**config.mk**
```make
export PLATFORM = sky130hd
export DESIGN_NAME = dhtrtc_core
export DESIGN_NICKNAME = d
export VERILOG_FILES = /design/src/core/dhtrtc_pkg.sv /design/src/core/dhtrtc_core.sv
export VERILOG_INCLUDE_DIRS = /design/src /design/src/core
export SDC_FILE = /design/constraint.sdc
export NUM_CORES = 1
export LEC_CHECK = 0
export BUFFER_PORTS_ARGS = -buffer_cell sky130_fd_sc_hd__buf_2
export CAP_MARGIN = 20
export CORE_ASPECT_RATIO = 1.5
export CORE_MARGIN = 8
export CORE_UTILIZATION = 53
export DETAILED_ROUTE_END_ITERATION = 7
export HOLD_SLACK_MARGIN = 0.15
export PLACE_DENSITY = 0.71
export SETUP_SLACK_MARGIN = 0.1
export SYNTH_ARGS = -nofsm -noshare
export SYNTH_HDL_FRONTEND = slang
export SYNTH_SLANG_ARGS = --single-unit
```
**constraint.sdc**
```tcl
create_clock -name i_core_clk -period 7.8 [get_ports i_core_clk]
set_clock_uncertainty 0.05 [all_clocks]
set_input_delay 1.95 -clock i_core_clk [delete_from_list [all_inputs] [get_ports i_core_clk]]
set_output_delay 1.95 -clock i_core_clk [all_outputs]
set_load 0.01 [all_outputs]
```
**src/core/dhtrtc_regs.svh**
```systemverilog
// register offsets, field positions, reset values and mode codes
`ifndef DHTRTC_REGS_SVH
`define DHTRTC_REGS_SVH
`define DHT_OFF_CFG 8'h00
`define DHT_OFF_AMODE 8'h04
`define DHT_OFF_BMODE 8'h08
`define DHT_OFF_CTL 8'h0C
`define DHT_OFF_MASK 8'h18
`define DHT_OFF_RAW 8'h1C
`define DHT_OFF_MIS 8'h20
`define DHT_OFF_CLR 8'h24
`define DHT_OFF_ALOAD 8'h28
`define DHT_OFF_BLOAD 8'h2C
`define DHT_OFF_AMATCH 8'h30
`define DHT_OFF_APRE 8'h38
`define DHT_OFF_BPRE 8'h3C
`define DHT_OFF_ACNT 8'h48
`define DHT_OFF_BCNT 8'h4C
`define DHT_CFG_JOIN 3'h0
`define DHT_CFG_CLOCK 3'h1
`define DHT_CFG_SPLIT 3'h4
`define DHT_MODE_ONE 2'h1
`define DHT_MODE_PER 2'h2
`define DHT_CTL_AEN 0
`define DHT_CTL_AFRZ 1
`define DHT_CTL_OVR 4
`define DHT_CTL_AOTE 5
`define DHT_CTL_BEN 8
`define DHT_CTL_BFRZ 9
`define DHT_CTL_BOTE 13
`define DHT_IRQ_ATO 0
`define DHT_IRQ_MATCH 3
`define DHT_IRQ_BTO 8
`define DHT_CNT_RST 16'hFFFF
`define DHT_PRE_RST 8'h00
`define DHT_CLOCK_FIRST 32'h00000001
`define DHT_MATCH_RST 32'hFFFFFFFF
`endif

```
**src/core/dhtrtc_pkg.sv**
```systemverilog
// types of the dual half timer
package dhtrtc_pkg;
   typedef logic [7:0] dhtrtc_addr_type;
   typedef logic [31:0] dhtrtc_word_type;
endpackage

```
**src/core/dhtrtc_core.sv**
```systemverilog
// dual half timer with joined real-time clock
`timescale 1ns/1ps
`include "dhtrtc_regs.svh"
module dhtrtc_core (
   input wire logic i_core_clk,
   input wire logic i_sys_rst,
   input wire dhtrtc_pkg::dhtrtc_addr_type i_addr,
   input wire dhtrtc_pkg::dhtrtc_word_type i_wdata,
   input wire logic i_wr,
   input wire logic i_rd,
   output dhtrtc_pkg::dhtrtc_word_type o_rdata,
   input wire logic i_slow_clock_input,
   output logic [1:0] o_trigger,
   output logic [1:0] o_irq_masked
);
   import dhtrtc_pkg::*;

   // ************************************************
   // registers and state
   // ************************************************
   logic [2:0] width_config_reg;
   logic [1:0] half_a_mode_reg;
   logic [1:0] half_b_mode_reg;
   logic [15:0] timer_control_reg;
   logic [15:0] irq_mask_reg;
   logic [15:0] raw_irq_status;
   logic [15:0] load_reg [2];
   logic [7:0] pre_reg [2];
   logic [7:0] pcnt_reg [2];
   logic [15:0] cnt_reg [2];
   logic [31:0] half_a_match_reg;
   logic clock_seen_reg;
   logic [2:0] slow_sync_reg;
   logic slow_level_reg;
   logic slow_edge;
   logic [1:0] zero_hit;
   logic match_hit;
   logic joined;
   logic clock_mode;

   // write decode helper
   function automatic logic wr_at(input dhtrtc_addr_type a,
                                  input dhtrtc_addr_type off,
                                  input logic we);
      wr_at = we && (a == off);
   endfunction

   assign joined = (width_config_reg != `DHT_CFG_SPLIT);
   assign clock_mode = (width_config_reg == `DHT_CFG_CLOCK);

   // slow clock three-stage sampler, edge once stages two and three agree
   always_ff @(posedge i_core_clk) begin
      if (i_sys_rst) begin
         slow_sync_reg <= 3'h0;
         slow_level_reg <= 1'b0;
      end else begin
         slow_sync_reg <= {slow_sync_reg[1:0], i_slow_clock_input};
         if (slow_sync_reg[1] == slow_sync_reg[2]) begin
            slow_level_reg <= slow_sync_reg[2]; // agreed level only
         end
      end
   end
   // rising edge counted once, when the agreed level turns high
   assign slow_edge = slow_sync_reg[1] && slow_sync_reg[2] &&
                      !slow_level_reg;

   // ************************************************
   // configuration registers
   // ************************************************
   always_ff @(posedge i_core_clk) begin
      if (i_sys_rst) begin
         width_config_reg <= 3'h0;
         half_a_mode_reg <= 2'h0;
         half_b_mode_reg <= 2'h0;
         irq_mask_reg <= 16'h0000;
         half_a_match_reg <= `DHT_MATCH_RST;
      end else begin
         if (wr_at(i_addr, `DHT_OFF_CFG, i_wr)) begin
            width_config_reg <= i_wdata[2:0];
         end
         if (wr_at(i_addr, `DHT_OFF_AMODE, i_wr)) begin
            half_a_mode_reg <= i_wdata[1:0];
         end
         if (wr_at(i_addr, `DHT_OFF_BMODE, i_wr)) begin
            half_b_mode_reg <= i_wdata[1:0];
         end
         if (wr_at(i_addr, `DHT_OFF_MASK, i_wr)) begin
            irq_mask_reg <= i_wdata[15:0];
         end
         if (wr_at(i_addr, `DHT_OFF_AMATCH, i_wr)) begin
            half_a_match_reg <= i_wdata;
         end
      end
   end

   // control register, hardware clears enable on one-shot expiry
   always_ff @(posedge i_core_clk) begin
      if (i_sys_rst) begin
         timer_control_reg <= 16'h0000;
      end else begin
         if (wr_at(i_addr, `DHT_OFF_CTL, i_wr)) begin
            timer_control_reg <= i_wdata[15:0];
         end else begin
            if (zero_hit[0] && half_a_mode_reg == `DHT_MODE_ONE) begin
               timer_control_reg[`DHT_CTL_AEN] <= 1'b0;
            end
            if (zero_hit[1] && !joined &&
                half_b_mode_reg == `DHT_MODE_ONE) begin
               timer_control_reg[`DHT_CTL_BEN] <= 1'b0;
            end
         end
      end
   end

   // load and prescale registers, joined write fills both halves
   always_ff @(posedge i_core_clk) begin
      if (i_sys_rst) begin
         load_reg[0] <= `DHT_CNT_RST;
         load_reg[1] <= `DHT_CNT_RST;
         pre_reg[0] <= `DHT_PRE_RST;
         pre_reg[1] <= `DHT_PRE_RST;
      end else begin
         if (wr_at(i_addr, `DHT_OFF_ALOAD, i_wr)) begin
            load_reg[0] <= i_wdata[15:0];
            if (joined) begin
               load_reg[1] <= i_wdata[31:16];
            end
         end
         if (wr_at(i_addr, `DHT_OFF_BLOAD, i_wr)) begin
            load_reg[1] <= i_wdata[15:0];
         end
         if (wr_at(i_addr, `DHT_OFF_APRE, i_wr)) begin
            pre_reg[0] <= i_wdata[7:0];
         end
         if (wr_at(i_addr, `DHT_OFF_BPRE, i_wr)) begin
            pre_reg[1] <= i_wdata[7:0];
         end
      end
   end

   // ************************************************
   // counters
   // ************************************************
   logic [1:0] en;
   logic [1:0] frz;
   logic [1:0] step;
   logic [1:0] load_wr;
   logic [31:0] joined_cnt;
   logic joined_step;
   logic clock_run;

   assign en = {timer_control_reg[`DHT_CTL_BEN],
                timer_control_reg[`DHT_CTL_AEN]};
   assign frz = {timer_control_reg[`DHT_CTL_BFRZ],
                 timer_control_reg[`DHT_CTL_AFRZ]};
   assign load_wr[0] = wr_at(i_addr, `DHT_OFF_ALOAD, i_wr);
   assign load_wr[1] = wr_at(i_addr, `DHT_OFF_BLOAD, i_wr) ||
                       (joined && load_wr[0]);
   assign joined_cnt = {cnt_reg[1], cnt_reg[0]};
   assign joined_step = en[0] && !frz[0];
   assign clock_run = en[0] && slow_edge &&
                      (timer_control_reg[`DHT_CTL_OVR] ||
                       frz == 2'b00);
   assign match_hit = clock_mode && clock_run &&
                      joined_cnt == half_a_match_reg;

   // prescale step pulses for the split halves
   genvar g;
   generate
      for (g = 0; g < 2; g++) begin : g_pre
         assign step[g] = en[g] && !frz[g] &&
                          pcnt_reg[g] == 8'h00;
         always_ff @(posedge i_core_clk) begin
            if (i_sys_rst) begin
               pcnt_reg[g] <= `DHT_PRE_RST;
            end else if (joined || load_wr[g]) begin
               pcnt_reg[g] <= pre_reg[g];
            end else if (en[g] && !frz[g]) begin
               if (pcnt_reg[g] == 8'h00) begin
                  pcnt_reg[g] <= pre_reg[g];
               end else begin
                  pcnt_reg[g] <= pcnt_reg[g] - 8'h01;
               end
            end
         end
      end
   endgenerate

   // time-out detection at the zero state
   always_comb begin
      zero_hit = 2'b00;
      if (joined && !clock_mode) begin
         zero_hit[0] = joined_step && joined_cnt == 32'h00000000;
      end else if (!joined) begin
         zero_hit[0] = step[0] && cnt_reg[0] == 16'h0000;
         zero_hit[1] = step[1] && cnt_reg[1] == 16'h0000;
      end
   end

   // count update for joined timer, joined clock and split halves
   always_ff @(posedge i_core_clk) begin
      if (i_sys_rst) begin
         cnt_reg[0] <= `DHT_CNT_RST;
         cnt_reg[1] <= `DHT_CNT_RST;
         clock_seen_reg <= 1'b0;
      end else if (clock_mode) begin
         if (!clock_seen_reg) begin
            {cnt_reg[1], cnt_reg[0]} <= `DHT_CLOCK_FIRST;
            clock_seen_reg <= 1'b1;
         end else if (wr_at(i_addr, `DHT_OFF_AMATCH, i_wr) && !en[0]) begin
            {cnt_reg[1], cnt_reg[0]} <= i_wdata;
         end else if (match_hit) begin
            {cnt_reg[1], cnt_reg[0]} <= 32'h00000000;
         end else if (clock_run) begin
            {cnt_reg[1], cnt_reg[0]} <= joined_cnt + 32'h00000001;
         end
      end else if (joined) begin
         if (load_wr[0]) begin
            {cnt_reg[1], cnt_reg[0]} <= i_wdata;
         end else if (zero_hit[0]) begin
            {cnt_reg[1], cnt_reg[0]} <= {load_reg[1], load_reg[0]};
         end else if (joined_step) begin
            {cnt_reg[1], cnt_reg[0]} <= joined_cnt - 32'h00000001;
         end
      end else begin
         for (int h = 0; h < 2; h++) begin
            if (load_wr[h]) begin
               cnt_reg[h] <= h == 0 ? i_wdata[15:0] : i_wdata[15:0];
            end else if (zero_hit[h]) begin
               cnt_reg[h] <= load_reg[h];
            end else if (step[h]) begin
               cnt_reg[h] <= cnt_reg[h] - 16'h0001;
            end
         end
      end
   end

   // ************************************************
   // status flags and trigger outputs
   // ************************************************
   logic [15:0] clr;
   logic [15:0] set;
   assign clr = wr_at(i_addr, `DHT_OFF_CLR, i_wr) ? i_wdata[15:0] :
                16'h0000;
   always_comb begin
      set = 16'h0000;
      set[`DHT_IRQ_ATO] = zero_hit[0];
      set[`DHT_IRQ_BTO] = zero_hit[1];
      set[`DHT_IRQ_MATCH] = match_hit;
   end

   // sticky flags, a set in the clearing cycle wins
   always_ff @(posedge i_core_clk) begin
      if (i_sys_rst) begin
         raw_irq_status <= 16'h0000;
      end else begin
         raw_irq_status <= (raw_irq_status & ~clr) | set;
      end
   end

   // masked flags and one-cycle triggers
   always_ff @(posedge i_core_clk) begin
      if (i_sys_rst) begin
         o_irq_masked <= 2'b00;
         o_trigger <= 2'b00;
      end else begin
         o_irq_masked[0] <= |(((raw_irq_status & ~clr) | set) &
                             irq_mask_reg & 16'h00FF);
         o_irq_masked[1] <= |(((raw_irq_status & ~clr) | set) &
                             irq_mask_reg & 16'hFF00);
         o_trigger[0] <= zero_hit[0] &&
                         timer_control_reg[`DHT_CTL_AOTE];
         o_trigger[1] <= zero_hit[1] &&
                         timer_control_reg[`DHT_CTL_BOTE];
      end
   end

   // ************************************************
   // read port
   // ************************************************
   always_ff @(posedge i_core_clk) begin
      if (i_sys_rst) begin
         o_rdata <= 32'h00000000;
      end else if (i_rd) begin
         unique case (i_addr)
            `DHT_OFF_CFG: o_rdata <= {29'h0, width_config_reg};
            `DHT_OFF_AMODE: o_rdata <= {30'h0, half_a_mode_reg};
            `DHT_OFF_BMODE: o_rdata <= {30'h0, half_b_mode_reg};
            `DHT_OFF_CTL: o_rdata <= {16'h0, timer_control_reg};
            `DHT_OFF_MASK: o_rdata <= {16'h0, irq_mask_reg};
            `DHT_OFF_RAW: o_rdata <= {16'h0, raw_irq_status};
            `DHT_OFF_MIS: o_rdata <= {16'h0, raw_irq_status & irq_mask_reg};
            `DHT_OFF_ALOAD: o_rdata <= joined ?
               {load_reg[1], load_reg[0]} : {16'h0, load_reg[0]};
            `DHT_OFF_BLOAD: o_rdata <= {16'h0, load_reg[1]};
            `DHT_OFF_AMATCH: o_rdata <= half_a_match_reg;
            `DHT_OFF_APRE: o_rdata <= {24'h0, pre_reg[0]};
            `DHT_OFF_BPRE: o_rdata <= {24'h0, pre_reg[1]};
            `DHT_OFF_ACNT: o_rdata <= joined ? joined_cnt :
               {16'h0, cnt_reg[0]};
            `DHT_OFF_BCNT: o_rdata <= {16'h0, cnt_reg[1]};
            default: o_rdata <= 32'h00000000;
         endcase
      end else begin
         o_rdata <= 32'h00000000;
      end
   end
endmodule

```
# --- Word level (Yosys, flattened, before mapping) ---
# Memory sizes are Yosys's and may differ from the RTL's.
# Index checks and enable logic that the tools add are counted.
word_totals:
  register_bits: 160
  ram_bits: 64
  input_bits: 45
  out_inout_bits: 36
  word_cells: 204
  memories: 3
memory_table:
  columns: ["memory", "words", "word_bits", "rd", "rd_clocked_by_memory_dff", "write_ports", "line", "text"]
  rows:
  - ["load_reg", 2, 16, 2, 0, 2, "dhtrtc_core.sv:27", "logic [15:0] load_reg [2];"]
  - ["pcnt_reg", 2, 8, 2, 0, 2, "dhtrtc_core.sv:29", "logic [7:0] pcnt_reg [2];"]
  - ["pre_reg", 2, 8, 2, 0, 2, "dhtrtc_core.sv:28", "logic [7:0] pre_reg [2];"]
op_classes:
  n_addsub: 6
  n_eq_ne: 22
  mux: 81
  bitwise: 17
  reduce_logical: 58
ops:
  columns: ["operator", "n"]
  rows:
  - ["$pmux W32 S14", 1]
  - ["$mux W32", 11]
  - ["$mux W16", 10]
  - ["$mux W8", 8]
  - ["$eq A8 B6 Y1 const B", 7]
  - ["$mux W1", 50]
  - ["$and A16 B16 Y16", 3]
  - ["$add A32 B1 Y32 const B", 1]
  - ["$eq A32 B32 Y1", 1]
  - ["$logic_and A1 B1 Y1", 32]
  - ["$logic_not A16 Y1", 2]
  - ["$logic_not A32 Y1", 1]
  - ["$sub A16 B1 Y16 const B", 2]
  - ["$sub A32 B1 Y32 const B", 1]
  - ["$logic_not A8 Y1", 3]
  - ["$eq A8 B4 Y1 const B", 2]
  - ["$eq A8 B5 Y1 const B", 2]
  - ["$eq A8 B7 Y1 const B", 2]
  - ["$not A16 Y16", 1]
  - ["$or A16 B9 Y16", 1]
  - ["$reduce_or A8 Y1", 2]
  - ["$sub A8 B1 Y8 const B", 2]
  - ["$or A1 B1 Y1", 11]
  - ["$reduce_bool A5 Y1", 2]
  - ["15 further kinds", 26]

# --- Logic depth before layout (Yosys ltp) ---
# Gate-level depths: netlist of the first run.
depth:
  depth_word: 11
  mapped_depth: 13
  depth_no_buf: 10

# --- Worst setup path after synthesis of the first run ---
# No wires, ideal clock.
synth_path:
  path_type: "input port to flip-flop"
  startpoint: "input port i_addr[2]"
  endpoint: "memory pcnt_reg[0][0] (enable)"
  setup_ns: 0.329
  arrival_time_ns: 4.007
  required_time_ns: 7.421
  path_slack_ns: 3.414
  cell_stages: 8
  path_buffers: 3
  cell_sequence: "buf_2 > or4b_1 > buf_2 > or3_4 > buf_6 > nand2b_1 > nor2_1 > nand2_1"
synth_rtl:
  columns: ["element", "line", "text"]
  rows:
  - ["start, declared", "dhtrtc_core.sv:7", "input wire dhtrtc_pkg::dhtrtc_addr_type i_addr,"]
  - ["end, declared", "dhtrtc_core.sv:29", null]

# --- Final worst setup path of the first run ---
layout_path:
  startpoint: "input port i_addr[4]"
  endpoint: "register cnt_reg[6] in the netlist's numbering"
layout_between:
  elab_chain_len: 7
  word_cells_on_any_way: 19
  classes_between: "5 x eq/ne; 6 x mux; 8 x reduce/logical"
layout_rtl:
  columns: ["element", "line", "text"]
  rows:
  - ["$eq A8 B6 Y1", "dhtrtc_core.sv:45", "wr_at = we && (a == off);"]
  - ["$logic_and A1 B1 Y1", "dhtrtc_core.sv:45", null]
  - ["$logic_and A1 B1 Y1", "dhtrtc_core.sv:158", "(joined && load_wr[0]);"]
  - ["$logic_or A1 B1 Y1", "dhtrtc_core.sv:157", "assign load_wr[1] = wr_at(i_addr, `DHT_OFF_BLOAD, i_wr) ||"]
  - ["$mux W16", "dhtrtc_core.sv:227", "if (load_wr[h]) begin"]
  - ["$mux W32", "dhtrtc_core.sv:217", "end else if (joined) begin"]
  - ["$mux W32", "dhtrtc_core.sv:206", "end else if (clock_mode) begin"]
  - ["end signal, assigned by index", "dhtrtc_core.sv:228", "cnt_reg[h] <= h == 0 ? i_wdata[15:0] : i_wdata[15:0];"]
  - ["end signal, assigned by index", "dhtrtc_core.sv:230", "cnt_reg[h] <= load_reg[h];"]
  - ["end signal, assigned by index", "dhtrtc_core.sv:232", "cnt_reg[h] <= cnt_reg[h] - 16'h0001;"]
  - ["end, declared", "dhtrtc_core.sv:30", "logic [15:0] cnt_reg [2];"]
# Several ways; a longest one is shown, not always the timed one.
# A chain may end at the register's enable or synchronous reset.

==> reports/qor.txt, run 1 <==
CP Data Required Time = 8230 ps
Clock-pin slew on the worst setup and hold paths = 60 ps
Worst setup margin = 2860 ps
Hold Path End = raw_irq_status[7]
Slew margin rel. = 23.0%
Die W = 145 um
Critical path's slowest cell = and2_2
GPL Wtd Cong = 1.02
Post-route ant nets = 0
Final wirelength = 54800 um
Boundary Pins = 81
CP Cell Sequence = buf_2 -> nor4bb_1 -> and2_2 -> nand2_1 -> nor2_1 -> buf_4 -> a221oi_1 -> o211ai_1 -> nor3_1 -> a21oi_1
Port Buf Inserts = 80
CP startpoint kind = input port
Ys async rst share = 0%
Final hold violation count = 0
R2R cell count = 8
CP Capture Type = flip-flop
First-pass GRT wire length = 81000 um
Slew @ Worst Pin = 1160 ps
Hold Startpoint = raw_irq_status[7]
Hold Path Class = reg2reg
Diodes inserted = 0
DIE AREA = 30200 sq um
CTS Buffer Depth = 3
Number of global-route vias before repair = 12800
DP Wirelength = 38300 um
Count of unique library cells instantiated by Yosys = 87
Leakage = 5.26 nW
RSZ-0062 raised after global routing = no
Setup Buffers After CTS = 0
Synth top area share = 24.4%
Layout cell share with drive strength beyond 1 = 11.4%
Fin cells = 1933
Placed instance count = 1889
RR Startpoint = width_config_reg[2]
Seq cells post-synth = 224
Power per cell area = 177 nW/um^2
Final Max Slew Viols = 0
Period Utilization, post-route = 63.3%
Setup crit start = i_addr[4]
Placed Area = 13600 sq um
Worst hold slack = 399 ps
Pre-CTS WS = 2440 ps
Final instance area = 14400 sq um
Layout area overhead = 9.52%
Commonest cells after routing, fill and taps aside = 242 x nand2_1, 160 x dfxtp_1, 129 x nor2_1
CTS tree = built
Nets@finish = 1645
Sequential area share after synthesis = 39.0%
Drt drc = 0
Syn avg cell area = 8.21 sq um
Largest net degree at the start of global routing = 86
CTS Buf Count = 24
Syn nets = 1655
Status = complete, no violations
Ranking of synthesized cells by area = dfxtp_1 24%, edfxtp_1 15%, nand2_1 6.9%
Reg2Reg Setup Slack = 3270 ps
RR Endpoint = cnt_reg[15]
GRT Util Overall = 35.9%
H-tree levels = 1
Post-Syn Instances = 1601
Total power draw = 2.54 mW
Drt wl/cell = 28.4 um
Yosys warning count = 0
VDD IR-drop max = 143 uV
Via count = 13500
Grt total ovfl = 0
EDFF count, synth = 64
Row cnt = 70
Fmax = 203 MHz
CTS Sinks = 224
Initial DRC count = 1604
Layout Utilization = 59.1%
CP Max Fanout = 34
Commonest non-fill, non-tap cell in the layout = nand2_1
Main synth FF type = dfxtp_1
CTS root buf = clkbuf_16
Pre-antenna DRT Iters = 8
Synth Cell Area = 13100 sq um
Min Clock Period, post-route = 4940 ps
Die Height = 209 um
Largest area contributor in the netlist = dfxtp_1
Clock Latency Late Sink = 550 ps
Arrival time worst endpoint = 5370 ps
Critical path class = in2reg
Initial core utilization = 54.0%
Cell depth of the worst min-delay path = 2
Via density = 6.98
Initial antenna violation count = 0
Core area = 24300 sq um
Setup TNS = 0 ps
Hold buffers post-CTS = 0
Resized Gates After CTS = 0
Final Setup Violations = 0
Max Cap Viol = 0
CP peak stage delay = 700 ps
cells by family after synthesis:
kind of cell	count (synthesis)	share of synthesized area, %
compound gates	441	23.8
xor+xnor	93	6.20
fa+ha+maj	9	0.857
buf+inv	161	5.05
flops	224	39.0
mux	11	0.876
simple gates	662	24.3
cells in the mapped netlist (18+ instances only):
cell type	number
xor2_1	26
a211o_1	34
a31oi_1	25
clkbuf_1	100
o21ai_0	46
and3_1	38
o22a_1	19
nand2_1	242
a221oi_1	31
or3_1	21
nand4_1	26
nand3_1	82
a22oi_1	31
edfxtp_1	64
nor3_1	29
xnor2_1	67
buf_2	22
dfxtp_1	160
nor2_1	134
o211ai_1	26
inv_1	18
a21oi_1	119
per-layer routing:
layer | GRT usage, % | share of wire (%) | vias up
met4 | 26.0 | 8.1 | 0
met2 | 56.6 | 45 | 942
met5 | 0 | 0 | -
li1 | - | - | 5842
met1 | 42.4 | 36 | 6439
met3 | 7.30 | 11 | 270
report_power, final:
part / internal (mW) / switching (mW)
Clock: 0.681 / 0.508
Sequential: 1.21 / 0.0200
Combinational: 0.0321 / 0.0896
Total: 1.93 / 0.617
critical path: cells and delay by family:
kind | cells | cell delay [ps]
AO/OA/AOI/OAI | 3 | 380
buffers and inverters | 2 | 440
AND/OR/NAND/NOR | 5 | 2570
final cells by class:
cell class,count,area [sq um]
multi-input cells,1216,7390
inverters,18,67.6
flip-flops and latches,224,5120
fillers,2315,9950
clock buffers,33,719
clock inverters,11,86.3
well taps,324,405
repair buffers,107,606
how the worst max path moves through the flow:
stage | cells past startpoint | slack, ps | endpoint
floorplan | 8 | 3410 | pcnt_reg[0][0]
global placement | 9 | 2520 | cnt_reg[15]
detailed placement | 9 | 2440 | cnt_reg[7]
CTS | 9 | 3000 | cnt_reg[7]
global route | 10 | 2690 | cnt_reg[6]
finish | 10 | 2860 | cnt_reg[6]
No activity file was read; power rests on OpenSTA's default activity.
==> run 2, diff against run 1 <==
clock period = 4.61 ns   (was 7.8 ns; I/O delays follow)
==> reports/qor.txt, run 2 (synthesized netlist as in run 1, its figures left out) <==
Gate power share = 5.2% (+0.4 points)
CP Capture Type = flip-flop
Drt wl/cell = 28.0 um (-1.2%)
Sw Ratio = 24.3% (+0.045 points)
Pre-antenna DRT Iters = 8 (unchanged)
Final instance area = 14500 sq um (+0.85%)
Critical path class = reg2reg
Commonest non-fill, non-tap cell in the layout = nand2_1
Setup Buffers After CTS = 0 (unchanged)
Final Setup Violations = 0 (unchanged)
Clock Latency Late Sink = 540 ps (about the same)
Final Max Slew Viols = 0 (unchanged)
CP peak stage delay = 670 ps (-30 ps)
Hold buffers post-CTS = 0 (unchanged)
Slew @ Worst Pin = 1150 ps (-3.66 ps)
CP Buf/Inv Count = 0 (-2)
Fill count = 2279 (-1.6%)
Initial antenna violation count = 0 (unchanged)
Initial DRC count = 1674 (+4.4%)
Critical path's slowest cell = or2_1
First-pass GRT wire length = 81600 um (+0.65%)
CP startpoint kind = flip-flop
Delay-heaviest family, CP = simple AND/OR/NAND/NOR gates
Placed Area = 13800 sq um (+1.5%)
Final hold violation count = 0 (unchanged)
Worst setup margin = 901 ps (-1960 ps)
H-tree levels = 1 (unchanged)
Reg power frac = 50.5% (+2.0 points)
Row cnt = 70 (unchanged)
Die Height = 209 um (unchanged)
CP Max Fanout = 15 (-56%)
Via count = 13600 (+0.87%)
CP Data Required Time = 5050 ps (-3180 ps)
Slew margin rel. = 22.7% (-0.27 points)
Via density = 6.94 (-0.57%)
RSZ-0062 raised after global routing = no
Grt total ovfl = 0 (unchanged)
Hold Path Class = reg2reg
CTS Buf Count = 23 (-4.2%)
DIE AREA = 30200 sq um (unchanged)
Max Cap Viol = 0 (unchanged)
CTS root buf = clkbuf_16
Pint = 3.12 mW (+62%)
Number of global-route vias before repair = 13100 (+2.5%)
CTS Buffer Depth = 3 (unchanged)
Violated checks = design-rule violations
Layout Utilization = 59.6% (+0.50 points)
Boundary Pins = 81 (unchanged)
Die W = 145 um (unchanged)
Port Buf Inserts = 80 (unchanged)
Final wirelength = 54900 um (+0.20%)
Clock-pin slew on the worst setup and hold paths = 70 ps (about the same)
GRT Util Overall = 35.8% (-0.062 points)
VDD IR-drop max = 337 uV (+140%)
CTS tree = built
Post-route ant nets = 0 (unchanged)
NetSw = 1.00 mW (+63%)
CTS Sinks = 224 (unchanged)
Status = finished with violations
Nets@finish = 1671 (+1.6%)
Layout cell share with drive strength beyond 1 = 12.7% (+1.3 points)
Layout area overhead = 10.4%
Largest net degree at the start of global routing = 106 (+23%)
GPL Wtd Cong = 1.05 (+2.3%)
Core area = 24300 sq um (unchanged)
Arrival time worst endpoint = 4140 ps (-1230 ps)
DP Wirelength = 38700 um (+0.91%)
Min Clock Period, post-route = 3710 ps
Drt drc = 2 (+2)
Fmax = 270 MHz
Leakage = 5.36 nW (+1.8%)
Setup TNS = 0 ps (unchanged)
Commonest cells after routing, fill and taps aside = 242 x nand2_1, 160 x dfxtp_1, 131 x nor2_1
Pre-CTS WS = 546 ps (-1900 ps)
Clock power share = 44.3% (-2.4 points)
CP Cell Sequence = or4_1 -> or3_1 -> or2_1 -> nor2_4 -> o21ai_0 -> a211o_1 -> o211ai_1 -> o211a_1
Power per cell area = 284 nW/um^2 (+61%)
Initial core utilization = 54.0% (unchanged)
Resized Gates After CTS = 0 (unchanged)
Period Utilization, post-route = 80.4%
[run 2: per-layer routing]
layer | track usage (%) | vias to the layer above | part of all wire (%) | wire (um)
met5 | 0 | - | 0 | 0
met4 | 28.2 | 0 | 9.4 | 5150
met3 | 8.58 | 313 | 12 | 6490
met2 | 56.3 | 1012 | 45 | 24700
met1 | 40.8 | 6372 | 34 | 18600
li1 | - | 5914 | - | -
[run 2: path summary, 6_finish.rpt]
check	from	to	slack (ps)	depth (start not counted)
max	cnt_reg[26]	cnt_reg[3]	900	8
min	raw_irq_status[13]	raw_irq_status[13]	400	2
max reg2reg	cnt_reg[26]	cnt_reg[3]	900	8
min reg2reg	raw_irq_status[13]	raw_irq_status[13]	400	2
[run 2: worst reg2reg max path: cells and delay by family, from the launching register on]
family           cells  cell delay [ps]
AND/OR/NAND/NOR      4             2400
AO/OA/AOI/OAI        4              760
flip-flops           1              450
[run 2: power groups by stage]
| stage | Sequential [mW] | Clock, mW | Combinational, mW |
|---|---|---|---|
| 3_5_place_dp | 2.12 | 0 | 0.206 |
| 3_3_place_gp | 2.12 | 0 | 0.203 |
| 4_1_cts | 2.08 | 1.84 | 0.207 |
| 2_1_floorplan | 2.11 | 0 | 0.109 |
| 5_1_grt | 2.08 | 1.92 | 0.223 |
| 6_report | 2.08 | 1.83 | 0.214 |
[run 2: area by class of cell]
class / count / area [sq um] / area share (%)
Clock buffer: 35 / 674 / 4.64
Inverter: 18 / 67.6 / 0.465
Timing Repair Buffer: 134 / 821 / 5.65
Multi-Input combinational cell: 1216 / 7380 / 50.8
Antenna cell: 3 / 7.51 / 0.0517
Sequential cell: 224 / 5120 / 35.3
Tap cell: 324 / 405 / 2.79
Clock inverter: 7 / 42.5 / 0.293
[run 2: stage by stage]
stage	total power [mW]	hold slack, ps	instances
CTS	4.13	399	1958
detailed placement	2.33	388	1916
global placement	2.33	375	1916
finish	4.13	401	1961
floorplan	2.22	364	1601
global route	4.22	419	1958
